===== src/rtl/ats_pkg.sv =====
// constants, register map and state codes of the analyzer trigger sequencer
package ats_pkg;
   // ==========================================
   // bus
   localparam int unsigned ADDR_W = 8;
   localparam int unsigned DATA_W = 32;
   localparam logic [7:0] OFS_CTRL = 8'h00;
   localparam logic [7:0] OFS_PVAL = 8'h04;
   localparam logic [7:0] OFS_PCARE = 8'h08;
   localparam logic [7:0] OFS_POL = 8'h0c;
   localparam logic [7:0] OFS_CNT = 8'h10;
   localparam logic [7:0] OFS_DLY = 8'h14;
   localparam logic [7:0] OFS_POS = 8'h18;
   localparam logic [7:0] OFS_MAP = 8'h1c;
   localparam logic [7:0] OFS_MIX = 8'h20;
   localparam logic [7:0] OFS_STAT = 8'h24;
   // ==========================================
   // fields
   localparam int unsigned CTL_RUN = 0;
   localparam int unsigned CTL_STOP = 1;
   localparam int unsigned CTL_GAPS = 2;
   localparam int unsigned CTL_QUAL = 3;
   localparam int unsigned CTL_ARM = 5;
   localparam int unsigned POS_VAL_B = 0;
   localparam int unsigned POS_CARE_B = 1;
   localparam int unsigned POS_IDX = 8;
   localparam int unsigned MAP_CH = 0;
   localparam int unsigned MAP_POS = 8;
   localparam int unsigned MX_HEX = 0;
   localparam int unsigned MX_OCT = 16;
   localparam int unsigned ST_STATE = 0;
   localparam int unsigned ST_OCC = 8;
   localparam int unsigned ST_REM = 16;
   localparam int unsigned HEX_BITS = 4;
   localparam int unsigned OCT_BITS = 3;
   // ==========================================
   // selections, counts
   localparam logic [1:0] SEL_DC = 2'h0;
   localparam logic [1:0] SEL_HI = 2'h1;
   localparam logic [1:0] SEL_LO = 2'h2;
   localparam int unsigned CNT_W = 5;
   localparam logic [4:0] CNT_MIN = 5'h01;
   localparam logic [4:0] CNT_MAX = 5'h10;
   localparam int unsigned DLY_W = 16;
   localparam logic [15:0] MEM_WORDS = 16'h4000;
   localparam logic [15:0] DLY_ONE = 16'h0001;
   typedef enum logic [4:0] {
      ATS_IDLE = 5'h01,
      ATS_SEEK = 5'h02,
      ATS_WAIT = 5'h04,
      ATS_ACT = 5'h08,
      ATS_DONE = 5'h10
   } ats_state_e;
endpackage


===== src/rtl/ats_trig_seq.sv =====
// trigger sequencer with apb registers and its capture fifo
`timescale 1ns/10ps
`default_nettype none
// Operation
// - polarity change rewrites stored pattern bits
// - one channel mapped twice shares one bit
// - mixed care digit renders as x
// - qualifier level gates the trigger
// - fire after count 1 to 16 matches
// - gaps allowed: misses keep the count
// - no gaps: matches must be consecutive
// - wait programmed sample periods after trigger
// - stop mode, zero delay: words before match
// - stop mode, long delay: later segment
// - start mode: match and qualifier together
// - delay counted after count is met
// - all enabled conditions needed together
// - all don't care: arm edge triggers
// - arm edge rising, falling or don't care
// - pattern resets to all don't care
// - stop mode: delay ends the capture

// ==========================================
// capture fifo
module ats_fifo #(
   parameter int unsigned W = 32,
   parameter int unsigned D = 4
) (
   // clock, reset
   input wire logic ref_clk_i,
   input wire logic rst_b_i,
   // fill side
   input wire logic in_vld_i,
   output logic in_rdy_o,
   input wire logic [W-1:0] in_dat_i,
   // drain side
   output logic out_vld_o,
   input wire logic out_rdy_i,
   output logic [W-1:0] out_dat_o
);
   localparam int unsigned AW = (D > 1) ? $clog2(D) : 1;
   typedef struct packed {
      logic [D-1:0][W-1:0] mem;
      logic [AW-1:0] wp;
      logic [AW-1:0] rp;
      logic [AW:0] cnt;
   } ats_fifo_s;
   ats_fifo_s st_ff, nxt_st;
   logic push, pop;

   assign in_rdy_o = (st_ff.cnt != (AW+1)'(D));
   assign out_vld_o = (st_ff.cnt != '0);
   assign out_dat_o = st_ff.mem[st_ff.rp];
   assign push = in_vld_i & in_rdy_o;
   assign pop = out_vld_o & out_rdy_i;

   always_comb begin
      nxt_st = st_ff;
      if (push) begin
         nxt_st.mem[st_ff.wp] = in_dat_i;
         nxt_st.wp = (st_ff.wp == AW'(D-1)) ? '0 : st_ff.wp + 1'b1;
      end
      if (pop) begin
         nxt_st.rp = (st_ff.rp == AW'(D-1)) ? '0 : st_ff.rp + 1'b1;
      end
      nxt_st.cnt = st_ff.cnt + (AW+1)'(push) - (AW+1)'(pop);
      if (!rst_b_i) begin
         nxt_st = '0;
      end
   end

   always_ff @(posedge ref_clk_i) begin
      st_ff <= nxt_st;
   end
endmodule // ats_fifo

// ==========================================
// sequencer
module ats_trig_seq #(
   parameter int unsigned NCH = 32,
   parameter int unsigned GRP = 4,
   parameter int unsigned FDEPTH = 4
) (
   // clock, reset
   input wire logic ref_clk_i,
   input wire logic rst_b_i,
   // apb slave
   input wire logic psel_i,
   input wire logic penable_i,
   input wire logic pwrite_i,
   input wire logic [ats_pkg::ADDR_W-1:0] paddr_i,
   input wire logic [ats_pkg::DATA_W-1:0] pwdata_i,
   output logic [ats_pkg::DATA_W-1:0] prdata_o,
   output logic pready_o,
   output logic pslverr_o,
   // sampled stream
   input wire logic smp_vld_i,
   output logic smp_rdy_o,
   input wire logic [NCH-1:0] smp_dat_i,
   input wire logic qual_i,
   input wire logic arm_i,
   // capture stream
   output logic cap_vld_o,
   input wire logic cap_rdy_i,
   output logic [NCH-1:0] cap_dat_o,
   // status
   output logic trig_o,
   output logic act_o,
   output logic done_o
);
   import ats_pkg::*;
   localparam int unsigned NG = NCH / GRP;
   localparam int unsigned CW = $clog2(NCH);
   localparam int unsigned NHD = NCH / HEX_BITS;
   localparam int unsigned NOD = (NCH + OCT_BITS - 1) / OCT_BITS;

   typedef struct packed {
      ats_state_e state;
      logic run;
      logic stop_md;
      logic gaps;
      logic [1:0] qsel;
      logic [1:0] asel;
      logic [NCH-1:0] val;
      logic [NCH-1:0] care;
      logic [NG-1:0] pol;
      logic [CNT_W-1:0] cnt_cfg;
      logic [DLY_W-1:0] dly_cfg;
      logic [NCH-1:0][CW-1:0] map;
      logic [CNT_W-1:0] occ;
      logic [DLY_W-1:0] rem;
      logic arm_prev;
      logic arm_seen;
      logic trig;
      logic [DATA_W-1:0] rdata;
   } ats_st_s;

   ats_st_s st_ff, nxt_st;
   logic wr, acc, cap_want, push, skip, fifo_rdy;
   logic pat_ok, qual_ok, arm_edge, arm_ok, hit, last, addr_ok;
   logic [NCH-1:0] pol_x, wpol_x, pos_val, pol_nv;
   logic [NHD-1:0] hex_mx;
   logic [NOD-1:0] oct_mx;
   logic [DATA_W-1:0] rmux;
   logic [CW-1:0] wpos, wch;
   logic [CNT_W-1:0] wcnt;

   // ==========================================
   // per group, per digit and per position views
   genvar g;
   generate
      for (g = 0; g < NG; g++) begin : g_pol
         assign pol_x[g*GRP +: GRP] = {GRP{st_ff.pol[g]}};
         assign wpol_x[g*GRP +: GRP] = {GRP{st_ff.pol[g] ^ pwdata_i[g]}};
      end
      for (g = 0; g < NHD; g++) begin : g_hex
         assign hex_mx[g] = (|st_ff.care[g*HEX_BITS +: HEX_BITS]) &
                            ~(&st_ff.care[g*HEX_BITS +: HEX_BITS]);
      end
      for (g = 0; g < NOD; g++) begin : g_oct
         localparam int LO = g * OCT_BITS;
         localparam int HI = (LO + OCT_BITS - 1 < NCH) ? LO + OCT_BITS - 1 : NCH - 1;
         assign oct_mx[g] = (|st_ff.care[HI:LO]) & ~(&st_ff.care[HI:LO]);
      end
      for (g = 0; g < NCH; g++) begin : g_pos
         assign pos_val[g] = st_ff.val[st_ff.map[g]];
      end
   endgenerate

   // flipping a group's sense inverts its fixed bits only
   assign pol_nv = st_ff.val ^ (wpol_x & st_ff.care);

   // ==========================================
   // trigger terms
   assign pat_ok = ~|((smp_dat_i ^ pol_x ^ st_ff.val) & st_ff.care);
   always_comb begin
      case (st_ff.qsel)
         SEL_HI: qual_ok = qual_i;
         SEL_LO: qual_ok = ~qual_i;
         default: qual_ok = 1'b1;
      endcase
      case (st_ff.asel)
         SEL_HI: arm_edge = arm_i & ~st_ff.arm_prev;
         SEL_LO: arm_edge = ~arm_i & st_ff.arm_prev;
         default: arm_edge = 1'b0;
      endcase
   end
   // an edge seen once arms the rest of the run
   assign arm_ok = (st_ff.asel == SEL_DC) | st_ff.arm_seen | arm_edge;
   assign hit = pat_ok & qual_ok & arm_ok;
   assign last = (CNT_W'(st_ff.occ + CNT_MIN) >= st_ff.cnt_cfg);

   // ==========================================
   // capture window and back-pressure
   always_comb begin
      if (st_ff.stop_md) begin
         cap_want = ((st_ff.state == ATS_SEEK) | (st_ff.state == ATS_WAIT)) &
                    ((st_ff.dly_cfg < MEM_WORDS) |
                     ((st_ff.state == ATS_WAIT) & (st_ff.rem <= MEM_WORDS)));
      end else begin
         cap_want = (st_ff.state == ATS_ACT);
      end
   end
   // a full fifo stalls sampling instead of dropping words
   assign smp_rdy_o = ~cap_want | fifo_rdy;
   assign acc = smp_vld_i & smp_rdy_o;
   // the matching word itself is kept out of a stop capture
   assign skip = st_ff.stop_md & (st_ff.state == ATS_SEEK) & hit & last;
   assign push = smp_vld_i & cap_want & ~skip;

   ats_fifo #(
      .W(NCH),
      .D(FDEPTH)
   ) u_fifo (
      .ref_clk_i(ref_clk_i),
      .rst_b_i(rst_b_i),
      .in_vld_i(push),
      .in_rdy_o(fifo_rdy),
      .in_dat_i(smp_dat_i),
      .out_vld_o(cap_vld_o),
      .out_rdy_i(cap_rdy_i),
      .out_dat_o(cap_dat_o)
   );

   // ==========================================
   // apb decode and read mux
   assign wr = psel_i & penable_i & pwrite_i;
   assign wpos = pwdata_i[POS_IDX +: CW];
   assign wch = pwdata_i[MAP_CH +: CW];
   assign wcnt = pwdata_i[CNT_W-1:0];
   assign pready_o = 1'b1;
   assign pslverr_o = psel_i & penable_i & ~addr_ok;
   assign prdata_o = st_ff.rdata;

   always_comb begin
      rmux = '0;
      addr_ok = 1'b1;
      case (paddr_i)
         OFS_CTRL: begin
            rmux[CTL_RUN] = st_ff.run;
            rmux[CTL_STOP] = st_ff.stop_md;
            rmux[CTL_GAPS] = st_ff.gaps;
            rmux[CTL_QUAL +: 2] = st_ff.qsel;
            rmux[CTL_ARM +: 2] = st_ff.asel;
         end
         OFS_PVAL: rmux[NCH-1:0] = st_ff.val;
         OFS_PCARE: rmux[NCH-1:0] = st_ff.care;
         OFS_POL: rmux[NG-1:0] = st_ff.pol;
         OFS_CNT: rmux[CNT_W-1:0] = st_ff.cnt_cfg;
         OFS_DLY: rmux[DLY_W-1:0] = st_ff.dly_cfg;
         OFS_POS: rmux[NCH-1:0] = pos_val;
         OFS_MAP: rmux = '0;
         OFS_MIX: begin
            rmux[MX_HEX +: NHD] = hex_mx;
            rmux[MX_OCT +: NOD] = oct_mx;
         end
         OFS_STAT: begin
            rmux[ST_STATE +: 5] = st_ff.state;
            rmux[ST_OCC +: CNT_W] = st_ff.occ;
            rmux[ST_REM +: DLY_W] = st_ff.rem;
         end
         default: addr_ok = 1'b0;
      endcase
   end

   // ==========================================
   // state update
   always_comb begin
      nxt_st = st_ff;
      nxt_st.trig = 1'b0;
      nxt_st.arm_prev = arm_i;
      if (psel_i & ~penable_i & ~pwrite_i) begin
         nxt_st.rdata = rmux;
      end
      case (st_ff.state)
         ATS_IDLE: begin
         end
         ATS_SEEK: begin
            if (arm_edge) begin
               nxt_st.arm_seen = 1'b1;
            end
            if (acc) begin
               if (hit & last) begin
                  nxt_st.trig = 1'b1;
                  nxt_st.occ = '0;
                  if (st_ff.dly_cfg == '0) begin
                     nxt_st.state = st_ff.stop_md ? ATS_DONE : ATS_ACT;
                  end else begin
                     nxt_st.rem = st_ff.dly_cfg;
                     nxt_st.state = ATS_WAIT;
                  end
               end else if (hit) begin
                  nxt_st.occ = CNT_W'(st_ff.occ + CNT_MIN);
               end else if (~st_ff.gaps) begin
                  nxt_st.occ = '0;
               end
            end
         end
         ATS_WAIT: begin
            if (acc) begin
               nxt_st.rem = DLY_W'(st_ff.rem - DLY_ONE);
               if (st_ff.rem == DLY_ONE) begin
                  nxt_st.state = st_ff.stop_md ? ATS_DONE : ATS_ACT;
               end
            end
         end
         ATS_ACT: begin
         end
         ATS_DONE: begin
         end
         default: nxt_st.state = ATS_IDLE;
      endcase
      // bus writes come last so software wins over the sequencer
      if (wr) begin
         case (paddr_i)
            OFS_CTRL: begin
               nxt_st.run = pwdata_i[CTL_RUN];
               nxt_st.stop_md = pwdata_i[CTL_STOP];
               nxt_st.gaps = pwdata_i[CTL_GAPS];
               nxt_st.qsel = pwdata_i[CTL_QUAL +: 2];
               nxt_st.asel = pwdata_i[CTL_ARM +: 2];
               if (~pwdata_i[CTL_RUN]) begin
                  nxt_st.state = ATS_IDLE;
               end else if (~st_ff.run) begin
                  nxt_st.state = ATS_SEEK;
                  nxt_st.occ = '0;
                  nxt_st.arm_seen = 1'b0;
               end
            end
            OFS_PVAL: nxt_st.val = pwdata_i[NCH-1:0];
            OFS_PCARE: nxt_st.care = pwdata_i[NCH-1:0];
            OFS_POL: begin
               nxt_st.val = pol_nv;
               nxt_st.pol = pwdata_i[NG-1:0];
            end
            OFS_CNT: begin
               if (wcnt < CNT_MIN) begin
                  nxt_st.cnt_cfg = CNT_MIN;
               end else if (wcnt > CNT_MAX) begin
                  nxt_st.cnt_cfg = CNT_MAX;
               end else begin
                  nxt_st.cnt_cfg = wcnt;
               end
            end
            OFS_DLY: nxt_st.dly_cfg = pwdata_i[DLY_W-1:0];
            OFS_POS: begin
               // the bit lives per channel, so every alias follows
               nxt_st.val[st_ff.map[wpos]] = pwdata_i[POS_VAL_B];
               nxt_st.care[st_ff.map[wpos]] = pwdata_i[POS_CARE_B];
            end
            OFS_MAP: nxt_st.map[pwdata_i[MAP_POS +: CW]] = wch;
            default: begin
            end
         endcase
      end
      if (!rst_b_i) begin
         nxt_st = '0;
         nxt_st.state = ATS_IDLE;
         nxt_st.cnt_cfg = CNT_MIN;
         for (int i = 0; i < NCH; i++) begin
            nxt_st.map[i] = CW'(i);
         end
      end
   end

   always_ff @(posedge ref_clk_i) begin
      st_ff <= nxt_st;
   end

   assign trig_o = st_ff.trig;
   assign act_o = (st_ff.state == ATS_ACT);
   assign done_o = (st_ff.state == ATS_DONE);
endmodule // ats_trig_seq
`default_nettype wire


===== config.mk =====
export PLATFORM = sky130hd
export DESIGN_NAME = ats_trig_seq
export DESIGN_NICKNAME = d
export VERILOG_FILES = /design/src/rtl/ats_pkg.sv /design/src/rtl/ats_trig_seq.sv
export SDC_FILE = /design/constraint.sdc
export NUM_CORES = 2
export LEC_CHECK = 0
export ABC_CLOCK_PERIOD_IN_PS = 3700
export BUFFER_PORTS_ARGS = -buffer_cell sky130_fd_sc_hd__buf_2
export CAP_MARGIN = 20
export CORE_UTILIZATION = 45
export CTS_CLUSTER_DIAMETER = 120
export DETAILED_ROUTE_END_ITERATION = 8
export GPL_TIMING_DRIVEN = 0
export PLACE_DENSITY = 0.61
export SLEW_MARGIN = 20
export SYNTH_ARGS = -nofsm -noshare
export SYNTH_HDL_FRONTEND = slang
export SYNTH_SLANG_ARGS = --single-unit

===== constraint.sdc =====
create_clock -name ref_clk_i -period 3.7 [get_ports ref_clk_i]
set_input_delay 0.37 -clock ref_clk_i [delete_from_list [all_inputs] [get_ports ref_clk_i]]
set_output_delay 0.37 -clock ref_clk_i [all_outputs]
set_load 0.05 [all_outputs]

==> summary by stage <==
Hold path
The type of the tightest min-delay check is input port to flip-flop. The number of cells on the worst hold path is 3. The worst hold path begins at pwdata_i[14]. The end point of the worst hold path is st_ff[230].

Detailed routing
The first detailed-routing pass ran for 8 iterations. In the routed layout, each cell is associated on average with a via count of 7.16. The average detailed-routed wire length per instance is 37.7 µm. The first routing iteration left 5198 violations. For this run, design rule violations remaining after detail routing come to 0. The routed via count is 32900. The wire length after detailed routing is 173000 µm. The residual antenna-violating net count after detailed routing is 0.

STA
Based on the critical path, the design can be clocked at up to 250 MHz. The final count of hold timing violations is 0. The time the final worst path needs with I/O delays and setup is approximately 4 ns.

The total count of max-transition violations in the final report came to 0. The number of setup violations in the final report is 13. The share of the clock period used by the worst path is 108%. Setup repair after global routing could not meet its margin everywhere.

The transition at the pin with the smallest max-transition slack is 1.23 ns. In the post-route analysis, the smallest setup slack over all paths is -0.297 ns. The worst pin sits at a relative slew slack of 15.3%.

On the final layout, the worst clock skew is 0.0810 ns.

Yosys
Sequential elements use 27.9% of the synthesized area. Averaged over all synthesized cells, the footprint is 9.62 µm². The most common cell in the netlist is sky130_fd_sc_hd__nand2_1. The top cell type's share of synthesized area is between 20 and 30%. The number of nets produced by synthesis is 3512. The number of flip-flops and latches in the synthesized netlist is 456.

In the synthesized netlist, the number of instances is 3407. After synthesis, the cell types taking the most area are sky130_fd_sc_hd__dfxtp_1 28%, sky130_fd_sc_hd__mux4_2 24%, sky130_fd_sc_hd__mux2i_1 8.2%. In the synthesized netlist the async set-or-reset flop fraction comes to 0%. The synthesized netlist contains 97 unique library cells. The largest area contributor in the synthesized netlist is sky130_fd_sc_hd__dfxtp_1. The synthesis warning total is 0. After synthesis the cells add up to 0.0328 mm².

By count the netlist is led by 493 x sky130_fd_sc_hd__nand2_1, 456 x sky130_fd_sc_hd__dfxtp_1, 354 x sky130_fd_sc_hd__mux4_2. The count of flip-flops with a built-in enable after synthesis is 0. The primary flip-flop cell chosen by synthesis mapping is sky130_fd_sc_hd__dfxtp_1.

CTS
Clock tree synthesis found a total of 456 sinks. Clock-pin slew was measured on the worst setup and hold paths at 0.07 ns. The cell sitting at the root of the clock tree is a sky130_fd_sc_hd__clkbuf_16. The H-tree was split into 2 levels. The maximum clock path buffer count is 3.

The number of CTS-inserted buffers is 54. The clock reaches the later pin of the worst-skew pair after 0.71 ns. The TritonCTS clock tree is built.

Finish
The synthesis-to-layout area growth is 12.5%. The number of fillers in the final layout is 6738. The share of post-route cells with drive strength above 1 is 22.1%. The number of nets in the final layout is 3691.

Global routing
The initial antenna violation count came to 9. The total overflow left after global routing is 0. The wire length of the first global-routing pass is around 240000 µm. The overall fraction of global-route tracks in use is 46.1%. Entering global routing, the biggest net connects 18 pins. The via count of the first global-routing pass came to around 30000.

Floorplan
The core area is 0.0717 mm². The effective utilization at floorplan is 45.7%. Pin placement for this block handled 152 I/O pins. The width of the chip is around 270 µm. The die height is 272 µm. The number of rows in the core area is 98. The die outline area is 0.0739 mm².

Pwr
The analysis attributes to net switching a power of 3580 µW. Sequential cells burn 39.5% of the power. The reported leakage power is between 0.01 and 0.015 µW.

Cell internal power was estimated by the tool at 8950 µW. The share of power burned in combinational logic is 11.3%. After layout, the design draws a total of 12500 µW. The clock share of power is 49.2%. Of the total power, the share spent switching nets is 28.6%. For this design the ratio of total power to cell area is 340 mW/mm². IR analysis of the VDD net gives a maximum drop of 411 µV.

Placement
The post-DP HPWL is about 130000 µm. The count of port buffers added during placement is ~140. The weighted congestion reported at the end of routability-driven placement is between 1 and 1.5.

Prior to clock tree synthesis, the placed netlist has a worst setup slack of -1.12 ns.

Setup path
For the worst flop-to-flop path, the logic depth is 7. The startpoint identified for the worst register-to-register timing path is st_ff[295]. The category of the worst setup path capture point is a flip-flop. STA classifies the critical path startpoint as an input port. The cell at the slowest stage of the critical path is sky130_fd_sc_hd__nor4_4. The most frequent cell on the critical path is sky130_fd_sc_hd__buf_6. The type of the worst setup path is input port to flip-flop.

Data on the critical path is required at its endpoint by 4.26 ns. The signal on the critical path passes through buf_6 > buf_6 > buf_8 > buf_6 > mux2i_2 > o22ai_1 > nor4_4 > nand4_1 > nor2_2 > nand3_1 > o211a_1 > o21a_1. The arrival time at the worst endpoint is 4.56 ns. The maximum fanout count along the critical path is 10. In this design, the stage delay of the slowest critical-path cell is 0.61 ns. The setup slack of the most critical reg-to-reg path is -0.17 ns.

The worst register-to-register path ends at prdata_o[8].

Outcome
The run finished, with violations left. The checks that failed: negative setup slack.

Run
The number of violations of the max-capacitance limit is 0.
==> what timing repair did <==
item | in CTS | in global routing
hold buffers | 4 | 0
endpoints found under the hold margin | 4 | 0
setup endpoints to repair | 189 | 55
resized for setup | 29 | 20
buffers inserted | 0 | 1
pin swaps | 0 | 1
==> sequential cells by signal, indices dropped and copies added (netlist names) <==
signal	count
st_ff	280
trig_o	1
pol_x	8
prdata_o	32
u_fifo.st_ff	135
==> power by group through the flow <==
stage	clock, µW	sequential [µW]	combinational (µW)
floorplan	0	5060	775
global placement	0	5060	1340
detailed placement	0	5060	1340
CTS	6140	4950	1350
global route	6360	4950	1440
finish	6160	4950	1420
==> critical path: cells and delay by family <==
kind	cells	cell delay [ns]
AND/OR/NAND/NOR	4	2.12
buffers and inverters	4	0.83
AO/OA/AOI/OAI	3	0.73
multiplexers	1	0.48
==> how the worst max path moves through the flow <==
stage	to	from	cells after the start	slack, ns
2_1_floorplan	u_fifo.st_ff[2]	st_ff[320]	12	0.46
3_3_place_gp	st_ff[280]	pwdata_i[9]	12	-1.24
3_5_place_dp	st_ff[280]	pwdata_i[9]	12	-1.12
4_1_cts	u_fifo.st_ff[2]	st_ff[37]	13	-0.02
5_1_grt	st_ff[307]	paddr_i[1]	11	-0.06
6_report	st_ff[280]	pwdata_i[9]	12	-0.30
==> cell type report <==
type | count | area, µm² | area share (%)
buffer | 438 | 1990 | 5.40
sequential | 456 | 9150 | 24.8
multi-input combinational | 2457 | 21600 | 58.6
timing repair buffer | 148 | 769 | 2.09
antenna | 7 | 17.5 | 0.0475
clock buffer | 70 | 1520 | 4.13
clock inverter | 31 | 508 | 1.38
inverter | 31 | 116 | 0.316
tap | 950 | 1190 | 3.22
==> cells in the final DEF, fill, tap and decap left out, types with 22 or more instances in the layout <==
cell	count
sky130_fd_sc_hd__mux2i_1	265
sky130_fd_sc_hd__o22ai_1	61
sky130_fd_sc_hd__nand3_1	125
sky130_fd_sc_hd__xor3_1	22
sky130_fd_sc_hd__a221oi_1	29
sky130_fd_sc_hd__nor3_1	27
sky130_fd_sc_hd__buf_4	53
sky130_fd_sc_hd__o21ai_0	200
sky130_fd_sc_hd__a22o_1	36
sky130_fd_sc_hd__ha_1	23
sky130_fd_sc_hd__a31oi_1	38
sky130_fd_sc_hd__clkbuf_1	295
sky130_fd_sc_hd__dfxtp_1	438
sky130_fd_sc_hd__buf_2	170
sky130_fd_sc_hd__nor2_1	167
sky130_fd_sc_hd__mux2_2	22
sky130_fd_sc_hd__nand2_1	493
sky130_fd_sc_hd__mux4_2	354
sky130_fd_sc_hd__clkbuf_16	54
sky130_fd_sc_hd__xor2_1	45
sky130_fd_sc_hd__clkbuf_2	22
sky130_fd_sc_hd__a21oi_1	161
sky130_fd_sc_hd__inv_1	31
sky130_fd_sc_hd__buf_1	35
==> cell families after synthesis <==
group,after synthesis,synth area share (%)
DFF,456,27.9
buffers and inverters,494,6.63
other,1,0.0114
AOI/OAI and AO/OA,697,13.5
adders and majority gates,24,0.939
xor gates and xnor gates,86,3.31
and+or+nand+nor,996,14.1
muxes,653,33.6
==> stage by stage <==
stage / instance area (µm²) / cells / setup TNS, ns / hold slack (ns) / utilization [%]
floorplan: 32800 / 3407 / 0 / 0.423 / -
global placement: 34700 / 4499 / -120.47 / 0.436 / 48.3
detailed placement: 34700 / 4499 / -110.66 / 0.437 / 48.4
CTS: 36800 / 4586 / -0.0198 / 0.00176 / 51.3
global route: 36900 / 4581 / -0.110 / 0.0255 / 51.4
finish: 36900 / 4588 / -1.22 / 0.0242 / 51.4
==> layer usage <==
metal  up-vias  track usage [%]  share of wire [%]
met1     16100             58.2                 36
met2      2921             65.6                 41
li1      13200                -                  -
met3       718             15.9                 14
met5         -             1.28               0.10
met4        12             32.3                9.0
Power figures use the tool's default switching activity.
